<file path="src/logic/txcfg_defs.vh">
// Constants for the transmit enable / clock phase / amplitude pin logic
`ifndef TXCFG_DEFS_VH
`define TXCFG_DEFS_VH

// Deglitch time in ns and clock period in ns
`define TXCFG_DEGLITCH_NS 625
`define TXCFG_CLK_NS 10
// Deglitch time rounds down to whole cycles, 62 at these values
`define TXCFG_DEGLITCH_CYC (`TXCFG_DEGLITCH_NS / `TXCFG_CLK_NS)
`define TXCFG_CNT_W 7

// Device states
`define TXCFG_ST_RESET 2'h0
`define TXCFG_ST_CONFIG 2'h1
`define TXCFG_ST_NORMAL 2'h2
`define TXCFG_ST_STANDBY 2'h3

// Reset values
`define TXCFG_ENABLE_RST 1'h1
`define TXCFG_AMP_RST 1'h0
`define TXCFG_PHASE_RST 1'h0

`endif

</file>
<file path="src/logic/txcfg_pins.v">
// Sampling, deglitch and latching of the transmit enable/phase and amplitude pins
//
// Overview of operation
// - Slave role: pin high queues received frame
// - Enable low: discard shifted data, queue nothing
// - Enable captured at chip select, held frame
// - Master role: phase captured during config latch
// - Phase 0 first edge, phase 1 second
// - Pull-up on in config and normal
// - Open pin reads high, transmitter enabled
// - Amplitude pin 0 low, 1 high
// - Slave: amplitude at select, applied then, or at transmit done if busy
// - Master: amplitude filtered, applied at frame start
// - Standby: amplitude captured during wakeup
// - Reset: amplitude captured during first power-up
// - Up/reset counters deglitch both inputs
`timescale 1ns/1ps
`include "txcfg_defs.vh"

module txcfg_pins (
  // Clock and reset
  input wire clk,
  input wire reset_n,
  // Device pins
  input wire txEnablePhasePin,
  input wire txAmplitudeSelect,
  input wire chipSelectN,
  input wire sck,
  // Device state and role
  input wire [1:0] devState,
  input wire roleSelect,
  input wire wakeupActive,
  input wire powerupActive,
  // Frame events from SPI and isolated transmitter
  input wire frameShifted,
  input wire isoTxStart,
  input wire isoTxDone,
  // Outputs
  output reg txQueuePush,
  output reg txEnable,
  output reg clockPhase,
  output reg sampleStrobe,
  output reg highLineAmplitude,
  output reg pullUpEnable
);

  // ----------------------------------------------------------------
  // Synchronisers
  // ----------------------------------------------------------------
  reg [1:0] enSync_q;
  reg [1:0] ampSync_q;
  reg [1:0] csSync_q;
  reg [1:0] sckSync_q;
  reg csPrev_q;
  reg sckPrev_q;

  always @(posedge clk or negedge reset_n) begin
    if (!reset_n) begin
      enSync_q <= 2'h3;
      ampSync_q <= 2'h0;
      csSync_q <= 2'h3;
      sckSync_q <= 2'h0;
      csPrev_q <= 1'h1;
      sckPrev_q <= 1'h0;
    end else begin
      enSync_q <= {enSync_q[0], txEnablePhasePin};
      ampSync_q <= {ampSync_q[0], txAmplitudeSelect};
      csSync_q <= {csSync_q[0], chipSelectN};
      sckSync_q <= {sckSync_q[0], sck};
      csPrev_q <= csSync_q[1];
      sckPrev_q <= sckSync_q[1];
    end
  end

  wire csFall = csPrev_q & ~csSync_q[1];
  wire sckEdge = sckPrev_q ^ sckSync_q[1];

  // ----------------------------------------------------------------
  // Deglitch filters
  // ----------------------------------------------------------------
  // Counter restarts on any change; filtered level follows only once stable
  function [`TXCFG_CNT_W-1:0] glitchCount;
    input [`TXCFG_CNT_W-1:0] cnt;
    input changed;
    begin
      if (changed) begin
        glitchCount = {`TXCFG_CNT_W{1'b0}};
      end else if (cnt < `TXCFG_DEGLITCH_CYC) begin
        glitchCount = cnt + 1'b1;
      end else begin
        glitchCount = cnt;
      end
    end
  endfunction

  reg enLast_q;
  reg ampLast_q;
  reg [`TXCFG_CNT_W-1:0] enCnt_q;
  reg [`TXCFG_CNT_W-1:0] ampCnt_q;
  reg enFilt_q;
  reg ampFilt_q;

  always @(posedge clk or negedge reset_n) begin
    if (!reset_n) begin
      enLast_q <= 1'h1;
      ampLast_q <= 1'h0;
      enCnt_q <= {`TXCFG_CNT_W{1'b0}};
      ampCnt_q <= {`TXCFG_CNT_W{1'b0}};
      enFilt_q <= `TXCFG_ENABLE_RST;
      ampFilt_q <= `TXCFG_AMP_RST;
    end else begin
      enLast_q <= enSync_q[1];
      ampLast_q <= ampSync_q[1];
      enCnt_q <= glitchCount(enCnt_q, enSync_q[1] ^ enLast_q);
      ampCnt_q <= glitchCount(ampCnt_q, ampSync_q[1] ^ ampLast_q);
      if (enCnt_q >= `TXCFG_DEGLITCH_CYC - 1) begin
        enFilt_q <= enLast_q;
      end
      if (ampCnt_q >= `TXCFG_DEGLITCH_CYC - 1) begin
        ampFilt_q <= ampLast_q;
      end
    end
  end

  // ----------------------------------------------------------------
  // Enable / phase latching
  // ----------------------------------------------------------------
  wire isNormal = (devState == `TXCFG_ST_NORMAL);
  wire isConfig = (devState == `TXCFG_ST_CONFIG);
  reg [1:0] edgeCnt_q;
  reg ampPend_q;
  reg ampBusy_q;

  always @(posedge clk or negedge reset_n) begin
    if (!reset_n) begin
      txEnable <= `TXCFG_ENABLE_RST;
      clockPhase <= `TXCFG_PHASE_RST;
      txQueuePush <= 1'h0;
      sampleStrobe <= 1'h0;
      edgeCnt_q <= 2'h0;
      pullUpEnable <= 1'h0;
    end else begin
      // Pull-up keeps an open pin high, so transmit stays enabled
      pullUpEnable <= isConfig | isNormal;
      if (isConfig && roleSelect) begin
        clockPhase <= enFilt_q;
      end
      // Captured once per frame so a late change never chops a frame
      if (csFall && !roleSelect && isNormal) begin
        txEnable <= enFilt_q;
      end
      // Queue only when enabled; otherwise data is dropped
      txQueuePush <= frameShifted & ~roleSelect & txEnable & isNormal;
      if (csFall) begin
        edgeCnt_q <= 2'h0;
      end else if (sckEdge && !csSync_q[1] && edgeCnt_q != 2'h3) begin
        edgeCnt_q <= edgeCnt_q + 2'h1;
      end
      sampleStrobe <= roleSelect & sckEdge & ~csSync_q[1] &
                      (edgeCnt_q == (clockPhase ? 2'h1 : 2'h0));
    end
  end

  // ----------------------------------------------------------------
  // Amplitude latching
  // ----------------------------------------------------------------
  // No pipelining: a later capture overwrites an earlier pending one
  always @(posedge clk or negedge reset_n) begin
    if (!reset_n) begin
      highLineAmplitude <= `TXCFG_AMP_RST;
      ampPend_q <= `TXCFG_AMP_RST;
      ampBusy_q <= 1'h0;
    end else begin
      if (isoTxStart) begin
        ampBusy_q <= 1'h1;
      end else if (isoTxDone) begin
        ampBusy_q <= 1'h0;
      end
      if (powerupActive || wakeupActive) begin
        // Raw synchronised level: filter not yet settled during power-up
        highLineAmplitude <= ampSync_q[1];
        ampPend_q <= ampSync_q[1];
      end else if (isNormal && roleSelect) begin
        if (isoTxStart) begin
          highLineAmplitude <= ampFilt_q;
        end
      end else if (isNormal) begin
        if (csFall) begin
          ampPend_q <= ampFilt_q;
        end
        if (!ampBusy_q || isoTxDone) begin
          highLineAmplitude <= csFall ? ampFilt_q : ampPend_q;
        end
      end
    end
  end

endmodule

</file>
<file path="config.mk">
export PLATFORM = sky130hd
export DESIGN_NAME = txcfg_pins
export DESIGN_NICKNAME = d
export VERILOG_FILES = /design/src/logic/txcfg_pins.v
export VERILOG_INCLUDE_DIRS = /design/src /design/src/logic
export SDC_FILE = /design/constraint.sdc
export NUM_CORES = 1
export LEC_CHECK = 0
export BUFFER_PORTS_ARGS = -buffer_cell sky130_fd_sc_hd__buf_2
export CORE_ASPECT_RATIO = 0.8
export CORE_MARGIN = 5
export CORE_UTILIZATION = 39
export CTS_BUF_LIST = sky130_fd_sc_hd__clkbuf_4
export CTS_CLUSTER_DIAMETER = 80
export CTS_CLUSTER_SIZE = 10
export DETAILED_ROUTE_END_ITERATION = 6
export GPL_TIMING_DRIVEN = 0
export PLACE_DENSITY = 0.65
export SLEW_MARGIN = 25
export SYNTH_ARGS = -nofsm -noshare
export SYNTH_HDL_FRONTEND = slang
export SYNTH_SLANG_ARGS = --single-unit
export TNS_END_PERCENT = 1
</file>
<file path="constraint.sdc">
create_clock -name clk -period 2 [get_ports clk]
set_clock_uncertainty 0.15 [all_clocks]
set_input_delay 0.2 -clock clk [delete_from_list [all_inputs] [get_ports clk]]
set_output_delay 0.2 -clock clk [all_outputs]
set_load 0.01 [all_outputs]
</file>
## Yosys cells after proc, flatten, opt, wreduce, memory -nomap -nowiden

Index checks and enable logic that the tools add are counted.

- Register bits after elaboration: 38
- Input port bits: 14
- Output and inout port bits: 6
- Logic and storage cells: 85

- $add $sub $neg: 3
- $lt $le $gt $ge: 4
- Equal/unequal tests: 6
- Multiplexer cells: 18
- Bitwise logic cells: 13
- Reductions and logical operators: 20

Operators by type and width:

| operator | count |
|---|---|
| 7-bit two-way mux | 4 |
| 7-bit by 1-bit adder with 7-bit output, second input constant | 2 |
| 7-bit by 6-bit greater-or-equal comparator with 1-bit output, second input constant | 2 |
| 7-bit by 6-bit less-than comparator with 1-bit output, second input constant | 2 |
| 1-bit two-way mux | 12 |
| 2-bit nonzero test | 5 |
| 1-bit bitwise AND | 7 |
| 1-bit logical AND | 6 |
| 3-bit nonzero test | 2 |
| 2-bit two-way mux | 2 |
| 2-bit != test, second input constant | 2 |
| 1-bit zero test | 3 |
| 3-bit != test, second input constant | 1 |
| 3-bit AND reduction | 1 |
| 1-bit bitwise XOR | 3 |
| 2-bit by 1-bit adder with 2-bit output, second input constant | 1 |
| 2-bit by 1-bit equality test with 1-bit output | 1 |
| 2-bit by 1-bit equality test with 1-bit output, second input constant | 1 |
| 2-bit equality test, second input constant | 1 |
| 1-bit logical OR | 2 |
| 1-bit inverter | 2 |
| 2-bit AND reduction | 1 |
| 1-bit bitwise OR | 1 |

## Logic depth before layout (Yosys ltp)

- Depth after elaboration: 7
- Gate-level depth with buffers: 6
- Depth with buffers taken out: 6

## Least setup slack after synthesis

No wires, ideal clock.

- Path type: register to register
- Start: reg ampCnt_q[1]
- End: reg ampFilt_q
- Setup time: 0.125 ns
- Data arrival time: 1.407 ns
- Data required time: 1.725 ns
- Path slack: 0.319 ns
- Stages on the path, launching flop included: 6
- Buffers on the path: 0
- Period minus slack after synthesis: 1.681 ns
- Cell sequence: dfrtp_1 inv_1 ha_1 or3_1 a21oi_1 mux2_2

- Cells in the longest elaborated chain, start to end: 1

Ends and longest elaborated chain:

| item | RTL line | text |
|---|---|---|
| from (decl) | txcfg_pins.v:99 | `` reg [`TXCFG_CNT_W-1:0] ampCnt_q; `` |
| from (signal assigned) | txcfg_pins.v:108 | `` ampCnt_q <= {`TXCFG_CNT_W{1'b0}}; `` |
| from (signal assigned) | txcfg_pins.v:115 | `ampCnt_q <= glitchCount(ampCnt_q, ampSync_q[1] ^ ampLast_q);` |
| 7-bit by 6-bit greater-or-equal comparator with 1-bit output | txcfg_pins.v:119 | `` if (ampCnt_q >= `TXCFG_DEGLITCH_CYC - 1) begin `` |
| to (signal assigned) | txcfg_pins.v:110 | `` ampFilt_q <= `TXCFG_AMP_RST; `` |
| to (signal assigned) | txcfg_pins.v:120 | `ampFilt_q <= ampLast_q;` |
| to (decl) | txcfg_pins.v:101 | `reg ampFilt_q;` |

Every way passes these cells.
A chain may end at the register's enable or synchronous reset.

## Worst setup path after layout

Same ends and word-level chain as after synthesis.

==> impl_metrics.tcl <==
set metrics [dict create \
    critPathLaunch "ampCnt_q[1]$_DFFE_PN0P_" \
    cpLargestDelayFamily "flip-flops" \
    setup_tns_ns 0 \
    drtPass1Iterations 5 \
    status "completed" \
    p_switching_mw 0.4011 \
    vias 1162 \
    endpoint "ampFilt_q$_DFFE_PN0P_" \
    p_leak_nw 0.9347 \
    fmax_ghz 0.5499 \
    netSwitchingFraction_pct 26.94 \
    r2r_cells 5 \
    dp_slack_ns 0.1843 \
    synth_nets 165 \
    clock_latency_ns 0.33 \
    ioPinCount 20 \
    power_density_nw_per_um2 736.8 \
    rsz0062_at_grt "false" \
    drc_errors 0 \
    post_cts_buffers 0 \
    cts_buffer_depth 2 \
    drv_slew 0 \
    synth_warnings 0 \
    slowest_stage "dfrtp_1" \
    die_area_sq_um 5759 \
    synth_seq_area_share_pct 56.85 \
    vias_per_cell 4.882 \
    required_ns 2.07 \
    crit_buf_inv 1 \
    final_nets 202 \
    p_int_mw 1.088 \
    cp-end-kind "flop" \
    place.port_buffers 19 \
    diodes 0 \
    crit_arrival_ns 1.89 \
    synthToLayoutAreaGrowth_pct 19.54 \
    drive_gt1_share_pct 24.86 \
    die_h_microns 68.89 \
    cts_sinks 38 \
    grt_pass1_vias 1207 \
    start_util_pct 40.46 \
    ys_ff_latch 38 \
    path_class "reg2reg" \
    vdd.ir_drop.worst_uv 438.4 \
    setup_viol 0 \
    detail-route-antenna-nets 0 \
    cts_made_buffers 5 \
    cts_max_level 2 \
    wire_per_inst_microns 12.51 \
    crit_cells 5 \
    grtUsageTotal_pct 11.65 \
    gp_congestion 0.8273 \
    setup_ws_ns 0.1816 \
    grt_first_pass_wirelength_mm 5.223 \
    path_max_fanout 8 \
    seqPwrFrac_pct 59.0 \
    cts_root_buf "clkbuf_4" \
    reg2reg_setup_slack_ns 0.18 \
    whs_path_depth 3 \
    core_sq_um 4178 \
    yosysUniqueCellTypes 36 \
    drt-initial-drc-count 59 \
    worstMarginPinSlew_ns 0.8356 \
    post-route-period-util_pct 90.92 \
    postCtsResizedCells 0 \
    hpwl_mm 2.149 \
    slew_headroom_pct 44.30 \
    grt_max_degree 39 \
    combPwrFrac_pct 15.4 \
    overflow 0 \
    finalCriticalPeriod_ns 1.818 \
    clkPwrFrac_pct 25.6 \
    r2r_start "ampCnt_q[1]$_DFFE_PN0P_" \
    hold_path.class "in2reg" \
    syn_area_sq_um 1690 \
    cp_cell_sequence "inv_1 > ha_1 > or3_1 > a21oi_1 > mux2_2" \
    die_x_microns 83.61 \
    clk_pin_slew_ns 0.11 \
    antenna_found_initial 0 \
    maxCapViolations 0 \
    cp-start-kind "flop" \
    finalHoldViolCount 0 \
    final_cell_mix "30 x dfrtp_1, 19 x buf_2, 14 x nor2_1" \
    cts_tree "built" \
    syn_inst 143 \
    slowest_delay_ns 0.47 \
    synth.avg_cell_area_sq_um 11.82 \
    wirelength_mm 2.977 \
    layout_commonest_cell "dfrtp_1" \
    core.rowCount 21 \
    r2r-end "ampFilt_q$_DFFE_PN0P_" \
]
-- stage by stage --
stage	std cells	instance area (sq um)	power, mW	hold slack [ns]	utilization, %
after detailed placement	219	1857	1.109	0.1573	44.44
after CTS	238	2021	1.519	0.009596	48.37
after floorplan	143	1690	1.031	-0.2456	-
after global placement	219	1857	1.090	0.1552	44.44
final	238	2021	1.489	0.01498	48.37
after global routing	238	2021	1.582	0.02378	48.37
-- power groups by stage --
stage	clock (mW)	sequential (mW)	combinational, mW
after detailed placement	0	0.894	0.216
after global routing	0.430	0.887	0.265
after floorplan	0	0.883	0.148
after CTS	0.406	0.879	0.234
after global placement	0	0.888	0.202
final	0.381	0.878	0.229
-- worst min-delay path by stage --
stage,startpoint,to
after floorplan,reset_n,ampBusy_q$_DFFE_PN0P_
after global placement,chipSelectN,csSync_q[0]$_DFF_PN1_
after detailed placement,chipSelectN,csSync_q[0]$_DFF_PN1_
after CTS,devState[1],pullUpEnable$_DFF_PN0_
after global routing,devState[1],pullUpEnable$_DFF_PN0_
final,devState[1],pullUpEnable$_DFF_PN0_
-- routing by layer --
metal	part of all wire [%]	GRT usage, %	wire length [microns]	up-vias
li1	-	-	-	579
met1	43	11.96	1287	561
met2	51	21.53	1519	17
met3	4.3	3.800	129	5
met4	1.3	6.627	40	0
met5	0	0	0	-
-- worst register-to-register path, delay by kind of cell (launching register included) --
family,cells,cell delay [ns]
and+or+nand+nor,1,0.30
AOI/OAI and AO/OA,1,0.18
adders and majority gates,1,0.18
muxes,1,0.35
DFF,1,0.47
buffers and inverters,1,0.09
-- registers in the layout, summed over array words and instances (netlist names) --
name and cells:
ampBusy_q 1, ampCnt_q 7, ampFilt_q 1, ampLast_q 1, ampPend_q 1, ampSync_q 2
clockPhase 1, csPrev_q 1, csSync_q 2, edgeCnt_q 2, enCnt_q 7, enFilt_q 1
enLast_q 1, enSync_q 2, highLineAmplitude 1, pullUpEnable 1, sampleStrobe 1, sckPrev_q 1
sckSync_q 2, txEnable 1, txQueuePush 1
-- Yosys cell counts, drive strengths merged --
cell	n	share of area, %
dfrtp	30	44
nor2	14	3.1
a21oi	11	3.5
dfstp	8	12
ha	8	5.9
inv	7	1.6
nand2	6	1.3
o21ai	6	1.8
xnor2	5	2.6
a31oi	4	1.5
mux2	4	2.7
nand2b	4	1.5
xor2	4	2.1
a211oi	3	1.9
mux2i	3	1.8
a311oi	2	1.0
a41oi	2	1.0
and4	2	1.0
buf	2	1.3
nand3	2	0.59
nand3b	2	0.89
nor2b	2	0.74
or2	2	0.74
or3	2	1.0
a211o	1	0.52
a21boi	1	0.44
and3	1	0.37
and3b	1	0.52
and4b	1	0.59
nor3	1	0.30
nor4	1	0.37
o31ai	1	0.44
-- cell type report --
class | count | area (sq um)
clock buffers | 6 | 45.04
flip-flops and latches | 38 | 960.9
fillers | 374 | 2157
repair buffers | 30 | 205.2
clock inverters | 2 | 8.758
inverters | 7 | 26.28
well taps | 57 | 71.32
plain buffers | 2 | 22.52
multi-input cells | 96 | 680.7
-- cell families after synthesis --
group                      Yosys count  share of synthesized area [%]
and+or+nand+nor                     41                          13.10
DFF                                 38                          56.85
AOI/OAI and AO/OA                   31                          12.14
xor gates and xnor gates             9                          4.663
buffers and inverters                9                          2.887
adders and majority gates            8                          5.922
muxes                                7                          4.441
-- timing repair --
item | 4_1_cts | 5_1_grt
endpoints found under the setup margin | 0 | 0
hold buffers | 11 | 0
endpoints found under the hold margin | 39 | 0
No activity file was read; power rests on OpenSTA's default activity.
